--- config.mk ---
export PLATFORM = sky130hd
export DESIGN_NAME = plrt_core
export DESIGN_NICKNAME = d
export VERILOG_FILES = /design/src/core/plrt_pkg.sv /design/src/core/plrt_core.sv /design/src/core/plrt_tick_gen.sv /design/src/core/plrt_tick_timer.sv
export SDC_FILE = /design/constraint.sdc
export NUM_CORES = 1
export LEC_CHECK = 0
export BUFFER_PORTS_ARGS = -buffer_cell sky130_fd_sc_hd__buf_4
export CORE_UTILIZATION = 50
export CTS_CLUSTER_DIAMETER = 120
export DETAILED_ROUTE_END_ITERATION = 10
export PLACE_DENSITY = 0.72
export SYNTH_ARGS = -nofsm -noshare
export SYNTH_HDL_FRONTEND = slang
export SYNTH_HIERARCHICAL = 1
export SYNTH_SLANG_ARGS = --single-unit
--- constraint.sdc ---
create_clock -name clk_in -period 7.04 [get_ports clk_in]
set_input_delay 0.352 -clock clk_in [delete_from_list [all_inputs] [get_ports clk_in]]
set_output_delay 0.352 -clock clk_in [all_outputs]
set_load 0.005 [all_outputs]
--- src/core/plrt_pkg.sv ---
// package for the power loss ride-through sequencer: timing, register map,
// reset values, setting ranges, fault codes and state encodings.
// assumes a 100 MHz control clock; all time settings are tenths of a second.
package plrt_pkg;

  // ==========================================================================
  // timing
  localparam int PLRT_CLK_PERIOD_NS = 10;
  localparam int PLRT_TICK_NS       = 100_000_000;
  localparam int PLRT_TICK_CYCLES   = PLRT_TICK_NS / PLRT_CLK_PERIOD_NS;

  // ==========================================================================
  // register byte offsets
  localparam logic [7:0] PLRT_OFS_CTRL   = 8'h00;
  localparam logic [7:0] PLRT_OFS_RIDE   = 8'h04;
  localparam logic [7:0] PLRT_OFS_MINBB  = 8'h08;
  localparam logic [7:0] PLRT_OFS_RAMP   = 8'h0C;
  localparam logic [7:0] PLRT_OFS_DLY    = 8'h10;
  localparam logic [7:0] PLRT_OFS_RESON  = 8'h14;
  localparam logic [7:0] PLRT_OFS_DCUV   = 8'h18;
  localparam logic [7:0] PLRT_OFS_INUV   = 8'h1C;
  localparam logic [7:0] PLRT_OFS_FGAIN  = 8'h20;
  localparam logic [7:0] PLRT_OFS_FWIDTH = 8'h24;
  localparam logic [7:0] PLRT_OFS_STATUS = 8'h28;

  // control field positions
  localparam int PLRT_CTRL_MODE_LSB = 0;
  localparam int PLRT_CTRL_HV_BIT   = 2;
  localparam int PLRT_CTRL_CDET_BIT = 3;
  localparam int PLRT_CTRL_CLR_BIT  = 4;

  // ==========================================================================
  // modes and fault codes
  localparam logic [1:0] PLRT_MODE_TRIP  = 2'h0;
  localparam logic [1:0] PLRT_MODE_TIMED = 2'h1;
  localparam logic [1:0] PLRT_MODE_CPU   = 2'h2;
  localparam logic [1:0] PLRT_FLT_NONE   = 2'h0;
  localparam logic [1:0] PLRT_FLT_FREQ   = 2'h1;
  localparam logic [1:0] PLRT_FLT_UV     = 2'h2;

  // ==========================================================================
  // settings: reset values and ranges (volts, tenths of s, tenths of Hz)
  localparam logic [8:0] PLRT_RIDE_RST  = 9'h005;
  localparam logic [8:0] PLRT_RIDE_MAX  = 9'h019;
  localparam logic [8:0] PLRT_MINBB_RST = 9'h007;
  localparam logic [8:0] PLRT_MINBB_MIN = 9'h001;
  localparam logic [8:0] PLRT_MINBB_MAX = 9'h032;
  localparam logic [8:0] PLRT_RAMP_RST  = 9'h00F;
  localparam logic [8:0] PLRT_RAMP_MAX  = 9'h032;
  localparam logic [8:0] PLRT_DLY_RST   = 9'h002;
  localparam logic [8:0] PLRT_DLY_MAX   = 9'h0C8;
  localparam logic [8:0] PLRT_RESON_RST = 9'h001;
  localparam logic [8:0] PLRT_RESON_MAX = 9'h032;
  localparam logic [8:0] PLRT_DCUV_RST  = 9'h0BE;
  localparam logic [8:0] PLRT_DCUV_MIN  = 9'h096;
  localparam logic [8:0] PLRT_DCUV_MAX  = 9'h0D2;
  localparam logic [8:0] PLRT_INUV_RST  = 9'h096;
  localparam logic [8:0] PLRT_INUV_MIN  = 9'h064;
  localparam logic [8:0] PLRT_INUV_MAX  = 9'h0C8;
  localparam logic [8:0] PLRT_FGAIN_RST = 9'h00A;
  localparam logic [8:0] PLRT_FGAIN_MIN = 9'h001;
  localparam logic [8:0] PLRT_FGAIN_MAX = 9'h014;
  localparam logic [8:0] PLRT_FWID_RST  = 9'h03C;
  localparam logic [8:0] PLRT_FWID_MIN  = 9'h01E;
  localparam logic [8:0] PLRT_FWID_MAX  = 9'h0C8;
  localparam logic [8:0] PLRT_ZERO9     = 9'h000;
  localparam logic [15:0] PLRT_GAIN_UNIT = 16'h000A;

  // ==========================================================================
  // sequencer states, one-hot
  typedef enum logic [8:0] {
    PLRT_ST_IDLE   = 9'h001,
    PLRT_ST_RUN    = 9'h002,
    PLRT_ST_BLOCK  = 9'h004,
    PLRT_ST_WAIT   = 9'h008,
    PLRT_ST_DELAY  = 9'h010,
    PLRT_ST_RESON  = 9'h020,
    PLRT_ST_SEARCH = 9'h040,
    PLRT_ST_RAMP   = 9'h080,
    PLRT_ST_FAULT  = 9'h100
  } plrt_state_t;

  typedef struct packed {
    plrt_state_t st;
    logic [1:0]  code;
    logic [1:0]  mode;
    logic        hv;
    logic        cdet;
    logic [8:0]  ride_t;
    logic [8:0]  minbb_t;
    logic [8:0]  ramp_t;
    logic [8:0]  dly_t;
    logic [8:0]  reson_t;
    logic [8:0]  dc_lvl;
    logic [8:0]  in_lvl;
    logic [8:0]  gain;
    logic [8:0]  fwidth;
    logic [31:0] rdata;
  } plrt_core_t;

  localparam plrt_core_t PLRT_CORE_RST = '{
    st: PLRT_ST_IDLE, code: PLRT_FLT_NONE, mode: PLRT_MODE_TRIP, hv: 1'b0, cdet: 1'b0,
    ride_t: PLRT_RIDE_RST, minbb_t: PLRT_MINBB_RST, ramp_t: PLRT_RAMP_RST,
    dly_t: PLRT_DLY_RST, reson_t: PLRT_RESON_RST, dc_lvl: PLRT_DCUV_RST,
    in_lvl: PLRT_INUV_RST, gain: PLRT_FGAIN_RST, fwidth: PLRT_FWID_RST,
    rdata: 32'h0000_0000};

endpackage

--- src/core/plrt_core.sv ---
// power loss ride-through sequencer: detection, base-block timing, restart.
// assumes all inputs synchronous to clk_in; register port has no wait states.
//
// Decided for this implementation: the strobed register port and the register addresses.
`timescale 1ns/100ps
`default_nettype none
module plrt_core
  import plrt_pkg::*;
#(
  parameter int TICK_CYCLES = PLRT_TICK_CYCLES
) (
  input  wire logic        clk_in,
  input  wire logic        arst_n_in,
  input  wire logic        ce_in,
  input  wire logic [7:0]  addr_in,
  input  wire logic [31:0] wdata_in,
  input  wire logic        wr_in,
  input  wire logic        rd_in,
  output logic      [31:0] rdata_out,
  input  wire logic [9:0]  dc_bus_volts_in,
  input  wire logic [9:0]  ac_in_volts_in,
  input  wire logic [7:0]  freq_dev_in,
  input  wire logic        ctrl_supply_ok_in,
  input  wire logic        run_cmd_in,
  input  wire logic        search_done_in,
  output logic             base_block_out,
  output logic             run_enable_out,
  output logic             speed_search_out,
  output logic             volt_ramp_out,
  output logic      [8:0]  ramp_step_out,
  output logic             power_loss_out,
  output logic             fault_out,
  output logic      [1:0]  fault_code_out
);

  // ==========================================================================
  // state and helpers
  plrt_core_t  r;
  plrt_core_t  s;
  logic        tick;
  logic        st_tmr_done;
  logic        ride_done;
  logic [8:0]  st_cnt;
  logic [8:0]  st_limit;
  logic        st_clear;
  logic        ride_clear;
  logic [9:0]  dc_eff;
  logic [9:0]  in_eff;
  logic        dc_low;
  logic        ac_low;
  logic        loss;
  logic [15:0] supply_freq_fault_alt_scaled;
  logic [15:0] fwid_scaled;
  logic        freq_bad;
  logic        lost_abort;
  logic        fault_clr;
  logic        active;

  function automatic logic [8:0] clampv(input logic [31:0] v, input logic [8:0] lo, input logic [8:0] hi);
    logic [31:0] t;
    t = v;
    if (t < {23'h00_0000, lo}) begin
      t = {23'h00_0000, lo};
    end else if (t > {23'h00_0000, hi}) begin
      t = {23'h00_0000, hi};
    end
    return t[8:0];
  endfunction

  // ==========================================================================
  // tick and timers
  // common tenth tick
  plrt_tick_gen #(
    .TICK_CYCLES (TICK_CYCLES)
  ) u_tick (
    .clk_in      (clk_in),
    .arst_n_in   (arst_n_in),
    .ce_in       (ce_in),
    .tick_out    (tick)
  );

  plrt_tick_timer u_st_tmr (
    .clk_in      (clk_in),
    .arst_n_in   (arst_n_in),
    .ce_in       (ce_in),
    .tick_in     (tick),
    .clear_in    (st_clear),
    .limit_in    (st_limit),
    .count_out   (st_cnt),
    .done_out    (st_tmr_done)
  );

  // outage clock runs only while blocked or waiting for the supply
  plrt_tick_timer u_ride_tmr (
    .clk_in      (clk_in),
    .arst_n_in   (arst_n_in),
    .ce_in       (ce_in),
    .tick_in     (tick),
    .clear_in    (ride_clear),
    .limit_in    (r.ride_t),
    .count_out   (),
    .done_out    (ride_done)
  );

  // ==========================================================================
  // detection
  always_comb begin
    dc_eff = r.hv ? {r.dc_lvl, 1'b0} : {1'b0, r.dc_lvl};
    in_eff = r.hv ? {r.in_lvl, 1'b0} : {1'b0, r.in_lvl};
    dc_low = (dc_bus_volts_in < dc_eff);
    ac_low = (ac_in_volts_in < in_eff);
    loss = dc_low || ac_low;
    supply_freq_fault_alt_scaled = 16'(freq_dev_in) * 16'(r.gain);
    fwid_scaled = 16'(r.fwidth) * PLRT_GAIN_UNIT;
    freq_bad = (supply_freq_fault_alt_scaled > fwid_scaled);
  end

  assign lost_abort = ((r.mode == PLRT_MODE_TIMED) && loss && ride_done) ||
                      ((r.mode == PLRT_MODE_CPU) && !ctrl_supply_ok_in);
  assign fault_clr  = wr_in && (addr_in == PLRT_OFS_CTRL) && wdata_in[PLRT_CTRL_CLR_BIT];

  always_comb begin
    case (r.st)
      PLRT_ST_BLOCK: st_limit = r.minbb_t;
      PLRT_ST_DELAY: st_limit = r.dly_t;
      PLRT_ST_RESON: st_limit = r.reson_t;
      PLRT_ST_RAMP:  st_limit = r.ramp_t;
      default:       st_limit = 9'h1FF;
    endcase
  end

  // ==========================================================================
  // next state
  always_comb begin
    s = r;
    s.rdata = 32'h0000_0000;
    if (wr_in) begin
      case (addr_in)
        PLRT_OFS_CTRL: begin
          s.mode = (wdata_in[1:0] > PLRT_MODE_CPU) ? PLRT_MODE_CPU : wdata_in[1:0];
          s.hv   = wdata_in[PLRT_CTRL_HV_BIT];
          s.cdet = wdata_in[PLRT_CTRL_CDET_BIT];
        end
        PLRT_OFS_RIDE:   s.ride_t  = clampv(wdata_in, PLRT_ZERO9, PLRT_RIDE_MAX);
        PLRT_OFS_MINBB:  s.minbb_t = clampv(wdata_in, PLRT_MINBB_MIN, PLRT_MINBB_MAX);
        PLRT_OFS_RAMP:   s.ramp_t  = clampv(wdata_in, PLRT_ZERO9, PLRT_RAMP_MAX);
        PLRT_OFS_DLY:    s.dly_t   = clampv(wdata_in, PLRT_ZERO9, PLRT_DLY_MAX);
        PLRT_OFS_RESON:  s.reson_t = clampv(wdata_in, PLRT_ZERO9, PLRT_RESON_MAX);
        PLRT_OFS_DCUV:   s.dc_lvl  = clampv(wdata_in, PLRT_DCUV_MIN, PLRT_DCUV_MAX);
        PLRT_OFS_INUV:   s.in_lvl  = clampv(wdata_in, PLRT_INUV_MIN, PLRT_INUV_MAX);
        PLRT_OFS_FGAIN:  s.gain    = clampv(wdata_in, PLRT_FGAIN_MIN, PLRT_FGAIN_MAX);
        PLRT_OFS_FWIDTH: s.fwidth  = clampv(wdata_in, PLRT_FWID_MIN, PLRT_FWID_MAX);
        default: ;
      endcase
    end
    if (rd_in) begin
      case (addr_in)
        PLRT_OFS_CTRL:   s.rdata = {28'h000_0000, r.cdet, r.hv, r.mode};
        PLRT_OFS_RIDE:   s.rdata = {23'h00_0000, r.ride_t};
        PLRT_OFS_MINBB:  s.rdata = {23'h00_0000, r.minbb_t};
        PLRT_OFS_RAMP:   s.rdata = {23'h00_0000, r.ramp_t};
        PLRT_OFS_DLY:    s.rdata = {23'h00_0000, r.dly_t};
        PLRT_OFS_RESON:  s.rdata = {23'h00_0000, r.reson_t};
        PLRT_OFS_DCUV:   s.rdata = {23'h00_0000, r.dc_lvl};
        PLRT_OFS_INUV:   s.rdata = {23'h00_0000, r.in_lvl};
        PLRT_OFS_FGAIN:  s.rdata = {23'h00_0000, r.gain};
        PLRT_OFS_FWIDTH: s.rdata = {23'h00_0000, r.fwidth};
        PLRT_OFS_STATUS: s.rdata = {19'h0_0000, freq_bad, loss, r.code, r.st};
        default:         s.rdata = 32'h0000_0000;
      endcase
    end

    case (r.st)
      PLRT_ST_IDLE: begin
        if (run_cmd_in && !loss && !freq_bad) begin
          s.st = PLRT_ST_RUN;
        end
      end
      PLRT_ST_RUN: begin
        if (!run_cmd_in) begin
          s.st = PLRT_ST_IDLE;
        end else if (loss) begin
          if (r.mode == PLRT_MODE_TRIP) begin
            s.st   = PLRT_ST_FAULT;
            s.code = PLRT_FLT_FREQ;
          end else begin
            s.st = PLRT_ST_BLOCK;
          end
        end else if (freq_bad) begin
          s.st   = PLRT_ST_FAULT;
          s.code = PLRT_FLT_FREQ;
        end
      end
      PLRT_ST_BLOCK: begin
        if (lost_abort) begin
          s.st   = PLRT_ST_FAULT;
          s.code = PLRT_FLT_UV;
        end else if (st_tmr_done) begin
          s.st = loss ? PLRT_ST_WAIT : PLRT_ST_DELAY;
        end
      end
      PLRT_ST_WAIT: begin
        if (lost_abort) begin
          s.st   = PLRT_ST_FAULT;
          s.code = PLRT_FLT_UV;
        end else if (!loss) begin
          s.st = PLRT_ST_DELAY;
        end
      end
      PLRT_ST_DELAY: begin
        if (loss) begin
          s.st = PLRT_ST_BLOCK;
        end else if (st_tmr_done) begin
          s.st = PLRT_ST_RESON;
        end
      end
      PLRT_ST_RESON: begin
        if (loss) begin
          s.st = PLRT_ST_BLOCK;
        end else if (st_tmr_done) begin
          s.st = PLRT_ST_SEARCH;
        end
      end
      PLRT_ST_SEARCH: begin
        if (loss) begin
          s.st = PLRT_ST_BLOCK;
        end else if (search_done_in) begin
          s.st = r.cdet ? PLRT_ST_RAMP : PLRT_ST_RUN;
        end
      end
      PLRT_ST_RAMP: begin
        if (loss) begin
          s.st = PLRT_ST_BLOCK;
        end else if (st_tmr_done) begin
          s.st = PLRT_ST_RUN;
        end
      end
      PLRT_ST_FAULT: begin
        if (fault_clr) begin
          s.st   = PLRT_ST_IDLE;
          s.code = PLRT_FLT_NONE;
        end
      end
      default: begin
        s.st = PLRT_ST_IDLE;
      end
    endcase
  end

  assign st_clear   = (s.st != r.st);
  assign ride_clear = !((r.st == PLRT_ST_BLOCK) || (r.st == PLRT_ST_WAIT));

  always_ff @(posedge clk_in or negedge arst_n_in) begin
    if (!arst_n_in) begin
      r <= PLRT_CORE_RST;
    end else if (ce_in) begin
      r <= s;
    end
  end

  // ==========================================================================
  // outputs
  assign active = (r.st == PLRT_ST_RUN) || (r.st == PLRT_ST_SEARCH) || (r.st == PLRT_ST_RAMP);
  assign base_block_out   = !active;
  assign run_enable_out   = active;
  assign speed_search_out = (r.st == PLRT_ST_SEARCH);
  assign volt_ramp_out    = (r.st == PLRT_ST_RAMP);
  assign ramp_step_out    = st_cnt;
  assign power_loss_out   = loss;
  assign fault_out        = (r.st == PLRT_ST_FAULT);
  assign fault_code_out   = r.code;
  assign rdata_out        = r.rdata;

  // ==========================================================================
  // checks
  property p_trip_mode0;
    @(posedge clk_in) disable iff (!arst_n_in)
    (ce_in && r.st == PLRT_ST_RUN && run_cmd_in && loss && r.mode == PLRT_MODE_TRIP)
      |=> (fault_out && fault_code_out == PLRT_FLT_FREQ);
  endproperty
  a_trip_mode0: assert property (p_trip_mode0) else $error("mode 0 loss did not trip");

  property p_timed_restart;
    @(posedge clk_in) disable iff (!arst_n_in)
    (ce_in && r.st == PLRT_ST_WAIT && r.mode == PLRT_MODE_TIMED && !loss)
      |=> (r.st == PLRT_ST_DELAY) ##1 (base_block_out && !fault_out);
  endproperty
  a_timed_restart: assert property (p_timed_restart) else $error("timed restart missed");

  property p_timeout_fault;
    @(posedge clk_in) disable iff (!arst_n_in)
    (ce_in && (r.st == PLRT_ST_BLOCK || r.st == PLRT_ST_WAIT) && r.mode == PLRT_MODE_TIMED && loss && ride_done)
      |=> (fault_out && fault_code_out == PLRT_FLT_UV && !run_enable_out);
  endproperty
  a_timeout_fault: assert property (p_timeout_fault) else $error("outage timeout not faulted");

  property p_cpu_no_fault;
    @(posedge clk_in) disable iff (!arst_n_in)
    (ce_in && r.st == PLRT_ST_RUN && run_cmd_in && loss && r.mode == PLRT_MODE_CPU)
      |=> (r.st == PLRT_ST_BLOCK && !fault_out);
  endproperty
  a_cpu_no_fault: assert property (p_cpu_no_fault) else $error("mode 2 loss raised fault");

  property p_min_block;
    @(posedge clk_in) disable iff (!arst_n_in)
    (ce_in && r.st == PLRT_ST_BLOCK && st_cnt < r.minbb_t)
      |=> (base_block_out);
  endproperty
  a_min_block: assert property (p_min_block) else $error("block released early");

  property p_fault_quiet;
    @(posedge clk_in) disable iff (!arst_n_in)
    (r.st != PLRT_ST_FAULT) |-> (!fault_out && (r.st == PLRT_ST_IDLE || r.st == PLRT_ST_RUN
      || fault_code_out == PLRT_FLT_NONE));
  endproperty
  a_fault_quiet: assert property (p_fault_quiet) else $error("fault shown during recovery");

  property p_block_no_drive;
    @(posedge clk_in) disable iff (!arst_n_in)
    $rose(base_block_out) |-> (!run_enable_out && !speed_search_out && !volt_ramp_out);
  endproperty
  a_block_no_drive: assert property (p_block_no_drive) else $error("output driven in block");

  property p_seq_order;
    @(posedge clk_in) disable iff (!arst_n_in)
    (ce_in && r.st == PLRT_ST_RESON && !loss && st_tmr_done)
      |=> (speed_search_out && run_enable_out);
  endproperty
  a_seq_order: assert property (p_seq_order) else $error("search not after resonance");

  property p_hv_double;
    @(posedge clk_in) disable iff (!arst_n_in)
    (r.hv && (dc_bus_volts_in >= {1'b0, r.dc_lvl})
      && (dc_bus_volts_in < {r.dc_lvl, 1'b0}))
      |-> power_loss_out;
  endproperty
  a_hv_double: assert property (p_hv_double) else $error("high class threshold wrong");

  property p_freq_trip;
    @(posedge clk_in) disable iff (!arst_n_in)
    (ce_in && r.st == PLRT_ST_RUN && run_cmd_in && !loss
      && (16'(freq_dev_in) * 16'(r.gain)) > (16'(r.fwidth) * PLRT_GAIN_UNIT))
      |=> (fault_code_out == PLRT_FLT_FREQ);
  endproperty
  a_freq_trip: assert property (p_freq_trip) else $error("frequency fault missed");

endmodule
`default_nettype wire

--- src/core/plrt_tick_gen.sv ---
// common 0.1 s tick for all sequencer timers.
// assumes clk_in at the rate the package states; ce_in low freezes the count.
`timescale 1ns/100ps
`default_nettype none
module plrt_tick_gen
  import plrt_pkg::*;
#(
  parameter int TICK_CYCLES = PLRT_TICK_CYCLES
) (
  input  wire logic clk_in,
  input  wire logic arst_n_in,
  input  wire logic ce_in,
  output logic      tick_out
);
  localparam int CW = $clog2(TICK_CYCLES);

  if (TICK_CYCLES < 2) begin : g_chk
    $error("tick period must be at least two cycles");
  end

  typedef struct packed {
    logic [CW-1:0] cnt;
    logic          tick;
  } plrt_tgen_t;

  plrt_tgen_t r;
  plrt_tgen_t s;

  always_comb begin
    s = r;
    s.tick = 1'b0;
    if (r.cnt == CW'(TICK_CYCLES - 1)) begin
      s.cnt  = '0;
      s.tick = 1'b1;
    end else begin
      s.cnt = r.cnt + 1'b1;
    end
  end

  always_ff @(posedge clk_in or negedge arst_n_in) begin
    if (!arst_n_in) begin
      r <= '0;
    end else if (ce_in) begin
      r <= s;
    end
  end

  assign tick_out = r.tick;
endmodule
`default_nettype wire

--- src/core/plrt_tick_timer.sv ---
// saturating tick counter with synchronous clear and a reach flag.
// assumes tick_in is a one-cycle pulse; clear wins over a tick.
`timescale 1ns/100ps
`default_nettype none
module plrt_tick_timer
  import plrt_pkg::*;
(
  input  wire logic       clk_in,
  input  wire logic       arst_n_in,
  input  wire logic       ce_in,
  input  wire logic       tick_in,
  input  wire logic       clear_in,
  input  wire logic [8:0] limit_in,
  output logic      [8:0] count_out,
  output logic            done_out
);
  typedef struct packed {
    logic [8:0] cnt;
  } plrt_tmr_t;

  plrt_tmr_t r;
  plrt_tmr_t s;

  always_comb begin
    s = r;
    if (clear_in) begin
      s.cnt = PLRT_ZERO9;
    end else if (tick_in && (r.cnt != 9'h1FF)) begin
      s.cnt = r.cnt + 9'h001;
    end
  end

  always_ff @(posedge clk_in or negedge arst_n_in) begin
    if (!arst_n_in) begin
      r <= '0;
    end else if (ce_in) begin
      r <= s;
    end
  end

  assign count_out = r.cnt;
  assign done_out  = (r.cnt >= limit_in);
endmodule
`default_nettype wire

Yosys cells after proc, flatten, opt, wreduce, memory -nomap -nowiden:

Index checks and enable logic that the tools add are counted.

* input port bits: 76
* output and inout port bits: 49
* flip-flop bits (word level): 171
* word-level logic and storage cells: 157

* multiply operators: 2
* reduce and logical (&&, ||, !) cells: 36
* $lt $le $gt $ge: 16
* add/sub/neg operators: 3
* equal/unequal tests: 31
* mux-type cells: 50

Operators by type and width (count)
* $mux W9: 32
* $pmux W13 S11: 1
* $pmux W9 S9: 1
* $gt A32 B5 Y1 const B: 2
* $gt A32 B8 Y1 const B: 2
* $lt A32 B1 Y1 const B: 2
* $pmux W9 S4: 1
* $mux W11: 3
* $eq A8 B5 Y1 const B: 4
* $gt A32 B6 Y1 const B: 1
* $lt A32 B5 Y1 const B: 1
* $lt A32 B7 Y1 const B: 1
* $lt A32 B8 Y1 const B: 1
* $reduce_and A3 Y1: 10
* $add A24 B1 Y24 const B: 1
* $eq A24 B24 Y1 const B: 1
* $eq A8 B6 Y1 const B: 3
* $mux W24: 1
* $lt A10 B10 Y1: 2
* $mux W10: 2
* $add A9 B1 Y9 const B: 2
* $ge A9 B9 Y1: 2
* $ne A9 B9 Y1 const B: 2
* $eq A8 B4 Y1 const B: 2
* 36 further kinds: 58

Longest topological paths before layout:

* word-level depth: 11
* gate-level depth with buffers: 29
* depth with buffers taken out: 27

Cells and area by module:

The synthesis kept the hierarchy.

By module, submodules not included
* plrt_core: area each 9385.3 um^2, cells each 1051, instances 1, seq. area each 2762.6 um^2
* plrt_tick_timer: area each 725.7 um^2, cells each 77, instances 2, seq. area each 225.2 um^2
* plrt_tick_gen: area each 1283.7 um^2, cells each 121, instances 1, seq. area each 625.6 um^2

Worst setup path before layout:

OpenSTA, ideal clock, no wires.

* kind: register to register
* start point: register r[41] (netlist bit)
* end point: register u_st_tmr.r (netlist bit u_st_tmr/count_out[6])
* path slack: 318 ps
* cell stages (with the launch flop): 29
* data arrival time: 6596 ps
* buffers on the path: 2
* clock period less this slack: 6722 ps
* data required time: 6914 ps
* library setup time: 126 ps
* path through: dfrtp_1 > clkbuf_1 > nand2_1 > fa_1 > fa_1 > inv_1 > fa_1 > inv_1 > fa_1 > inv_1 > ha_1 > a21oi_1 > o21ai_0 > a21o_1 > a21oi_1 > xnor2_1 > ha_1 > o21ai_0 > nor2_1 > a2111oi_0 > a21oi_1 > nor4_2 > or4bb_1 > mux2i_1 > nand3_1 > o21ai_2 > buf_6 > nor4_2 > a221o_1

* longest elaborated chain between the ends: 9
* elaborated cells between the ends (all ways): 13
* those cells by class: mul: 1; order compare: 1; eq/ne: 1; mux: 6; reduce/logical: 4

Ends and longest elaborated chain
* start: declaration: line plrt_core.sv:38 `plrt_core_t r;`
* start signal: assignment: line plrt_core.sv:257 `r <= s;`
* $mul A8 B9 Y16 *: line plrt_core.sv:113 `supply_freq_fault_alt_scaled = 16'(freq_dev_in) * 16'(r.gain);`
* $gt A16 B13 Y1 *: line plrt_core.sv:115 `freq_bad = (supply_freq_fault_alt_scaled > fwid_scaled);`
* $mux W11 or $logic_not A1 Y1 (tied branches): line plrt_core.sv:189, plrt_core.sv:175
* $mux W11 or $logic_and A1 B1 Y1 (tied branches): line plrt_core.sv:182, plrt_core.sv:175
* $mux W9 (on tied branches): line plrt_core.sv:180, plrt_core.sv:175
* $pmux W9 S9 *: line plrt_core.sv:173 `case (r.st)`
* $ne A9 B9 Y1 *: line plrt_core.sv:250 `assign st_clear = (s.st != r.st);`
* named net st_clear: line plrt_core.sv:45 `logic st_clear;`
* $reduce_bool A2 Y1 (no line)
* $reduce_and A2 Y1 (no line)
* end signal: assignment: line plrt_tick_timer.sv:37 `r <= s;`
* end: declaration: line plrt_tick_timer.sv:21 `plrt_tmr_t r;`

The timed path passes the listed nets; every way through them passes the cells marked *. The select of a mux whose other input is x is not followed.
A chain may end at the register's enable or synchronous reset.

Worst setup path in the final report:

* start point: register r[42] (netlist bit)
* end point: register u_st_tmr.r (netlist bit u_st_tmr/count_out[0])

The elaborated chain is that of the path after synthesis.

==> flow_summary.json <==
{
  "status": "finished, violations left",
  "violations": "negative hold slack",
  "clock_path_buffers": 2,
  "antenna_found_initial": 0,
  "fin_crit_sh_pct": 95.9,
  "postRouteAntennaNets": 0,
  "leakage_nw": 6.58,
  "vdd_drop_max_v": 0.000136,
  "crit_path_max_incr_delay_ns": 0.55,
  "final_cell_mix": "buf_4 (144), nand2_1 (132), dfrtp_1 (121), inv_1 (103), ha_1 (96)",
  "crit_slowest_cell": "dfstp_2",
  "timing.fmax_ghz": 0.148,
  "die_h_um": 158,
  "hpwl_um": 25300,
  "yosysWarnings": 6,
  "finalCriticalPeriod_ns": 6.75,
  "fin_ws_ns": 0.288,
  "grt_pass1_wl_um": 53000,
  "nets": 1652,
  "die-area_um2": 24900,
  "setup_viol": 0,
  "synth_area_um2": 12100,
  "cp_max_fo": 7,
  "fin_skew_ns": 0.0247,
  "grt_max_degree": 86,
  "async_flop_share_pct": 100,
  "crit_type": "flop to flop",
  "drive_above_1_share_pct": 18.5,
  "pre_cts_slack_ns": -0.0848,
  "cp.arrival_ns": 7.08,
  "drv_cap": 0,
  "cts_sinks": 152,
  "synthCells": 1326,
  "drt_first_pass_iters": 10,
  "ys_ff_latch": 152,
  "worstSkewPairLatency_ns": 0.43,
  "ys_seq_area_share_pct": 31.7,
  "holdCritPathClass": "input port to asynchronous set/reset pin",
  "post_drt_wl_per_cell_um": 18.8,
  "synth-edff-count": 0,
  "htree_levels": 4,
  "grtUsageTotal_pct": 27.7,
  "grt_use_met1_pct": 39.1,
  "met3_usage_pct": 6.00,
  "placed_cell_area_um2": 13200,
  "endpoint_kind": "flop",
  "syn_avg_cell_area_um2": 9.14,
  "wl_um": 33100,
  "hold_viol": 8,
  "ctsHoldBuffers": 0,
  "via_count": 10483,
  "slew_viol_final": 0,
  "drc": 0,
  "diodes": 0,
  "area_growth_syn_to_layout_pct": 15.2,
  "busiest_layer": "met2",
  "final_common_cell": "buf_4",
  "gr-usage-met2_pct": 42.5,
  "die_width_um": 158,
  "slew_headroom_pct": 29.0,
  "holdWs_ns": -0.0116,
  "worst_pin_slew_ns": 1.06,
  "io_pins": 125,
  "synth_cell_types": 85,
  "clockRootBuffer": "clkbuf_16",
  "io_buffers": 105,
  "cp-start-kind": "flop",
  "final_cell_area_um2": 14000,
  "cp.required_ns": 7.37,
  "grt_pass1_vias": 10036,
  "rows": 56,
  "grt_overflow": 0,
  "crit_path_frequent_cell": "fa_1",
  "power_density_nw_per_um2": 161,
  "coreArea_um2": 23600,
  "synthFlopType": "dfrtp_1",
  "routabilityCongestion": 1.02,
  "start_util_pct": 51.3,
  "cts_made_buffers": 17,
  "drtIter0Drc": 1279,
  "cts_tree": "done",
  "clk_pin_slew_worst_paths_ns": 0.07,
  "via_per_inst": 5.94
}
-- final timing paths --
path | start | end | slack [ns] | cells past startpoint
max in group asynchronous | arst_n_in | r[46] | 5.63 | 2
min reg2reg | u_tick/r[9] | u_tick/r[9] | 0.49 | 1
max reg2reg | r[42] | u_st_tmr/count_out[0] | 0.29 | 27
min in group clk_in | wdata_in[7] | r[64] | 0.19 | 3
min | arst_n_in | u_tick/r[22] | -0.01 | 1
max | r[42] | u_st_tmr/count_out[0] | 0.29 | 27
-- what timing repair did --
item,CTS,global route
resized for setup,7,30
setup endpoints to repair,9,9
buffers inserted,2,9
pin swaps,2,39
gates cloned,0,1
-- metal layers --
layer	routed length, um	share of wire [%]
met1	14700	44
met2	14700	44
met3	2980	9.0
met4	749	2.3
met5	0	0
-- Yosys cell counts, types with 23 or more instances --
master / number / area, um^2
buf_4: 35 / 263
ha_1: 102 / 1280
nand3_1: 27 / 135
inv_1: 105 / 394
nor2_1: 52 / 195
xor2_1: 24 / 210
nand2_1: 133 / 499
dfstp_2: 28 / 736
o21ai_0: 82 / 410
fa_1: 42 / 841
dfrtp_1: 124 / 3100
and2_1: 87 / 544
clkbuf_1: 32 / 120
a22o_1: 24 / 210
a21o_1: 23 / 173
a21oi_1: 59 / 295
-- sequential cells by signal, summed over array words and instances (netlist names) --
register and cells:
rdata_out 13, r 94, u_tick/tick_out 1, u_st_tmr/count_out 9
u_tick/r 24, fault_code_out 2, u_ride_tmr/count_out 9
-- where the power goes --
group	internal [mW]	total, mW	switching [mW]
clock	0.464	0.848	0.384
sequential	0.921	0.984	0.0637
combinational	0.189	0.413	0.225
-- critical path: cells and delay by family, from the launching register on --
family	cells	cell delay [ns]
and+or+nand+nor	6	1.08
muxes	1	0.29
DFF	1	0.55
xor gates and xnor gates	1	0.13
adders and majority gates	6	2.54
buffers and inverters	5	0.58
AOI/OAI and AO/OA	8	1.48
-- logic make-up (layout without fill, tap and decap cells) --
logic type	count (synthesis)	after routing	synth area share, %
compound gates	330	330	18.5
xor+xnor	42	42	3.03
fa+ha+maj	145	145	17.5
buf+inv	189	290	7.35
flops	152	152	31.7
mux	21	21	1.75
other cells	1	19	0.0309
simple gates	446	446	20.1
-- layout make-up --
cell class                      count  area, um^2
Tap cell                          319         399
Inverter                          108         405
Clock buffer                       19         443
Sequential cell                   152        3840
Clock inverter                     13         100
Multi-Input combinational cell   1003        7630
Fill cell                        2041        9650
Timing Repair Buffer              150        1140
-- through the flow --
step | setup TNS, ns | utilization, % | total power [mW] | instances
after floorplan | 0 | - | 1.23 | 1344
after global placement | -0.00611 | 55.7 | 1.36 | 1720
after detailed placement | -0.403 | 55.7 | 1.38 | 1720
after CTS | 0 | 58.2 | 2.24 | 1754
after global routing | -0.335 | 59.1 | 2.35 | 1764
final | 0 | 59.1 | 2.25 | 1764
No activity file was read; power rests on OpenSTA's default activity.
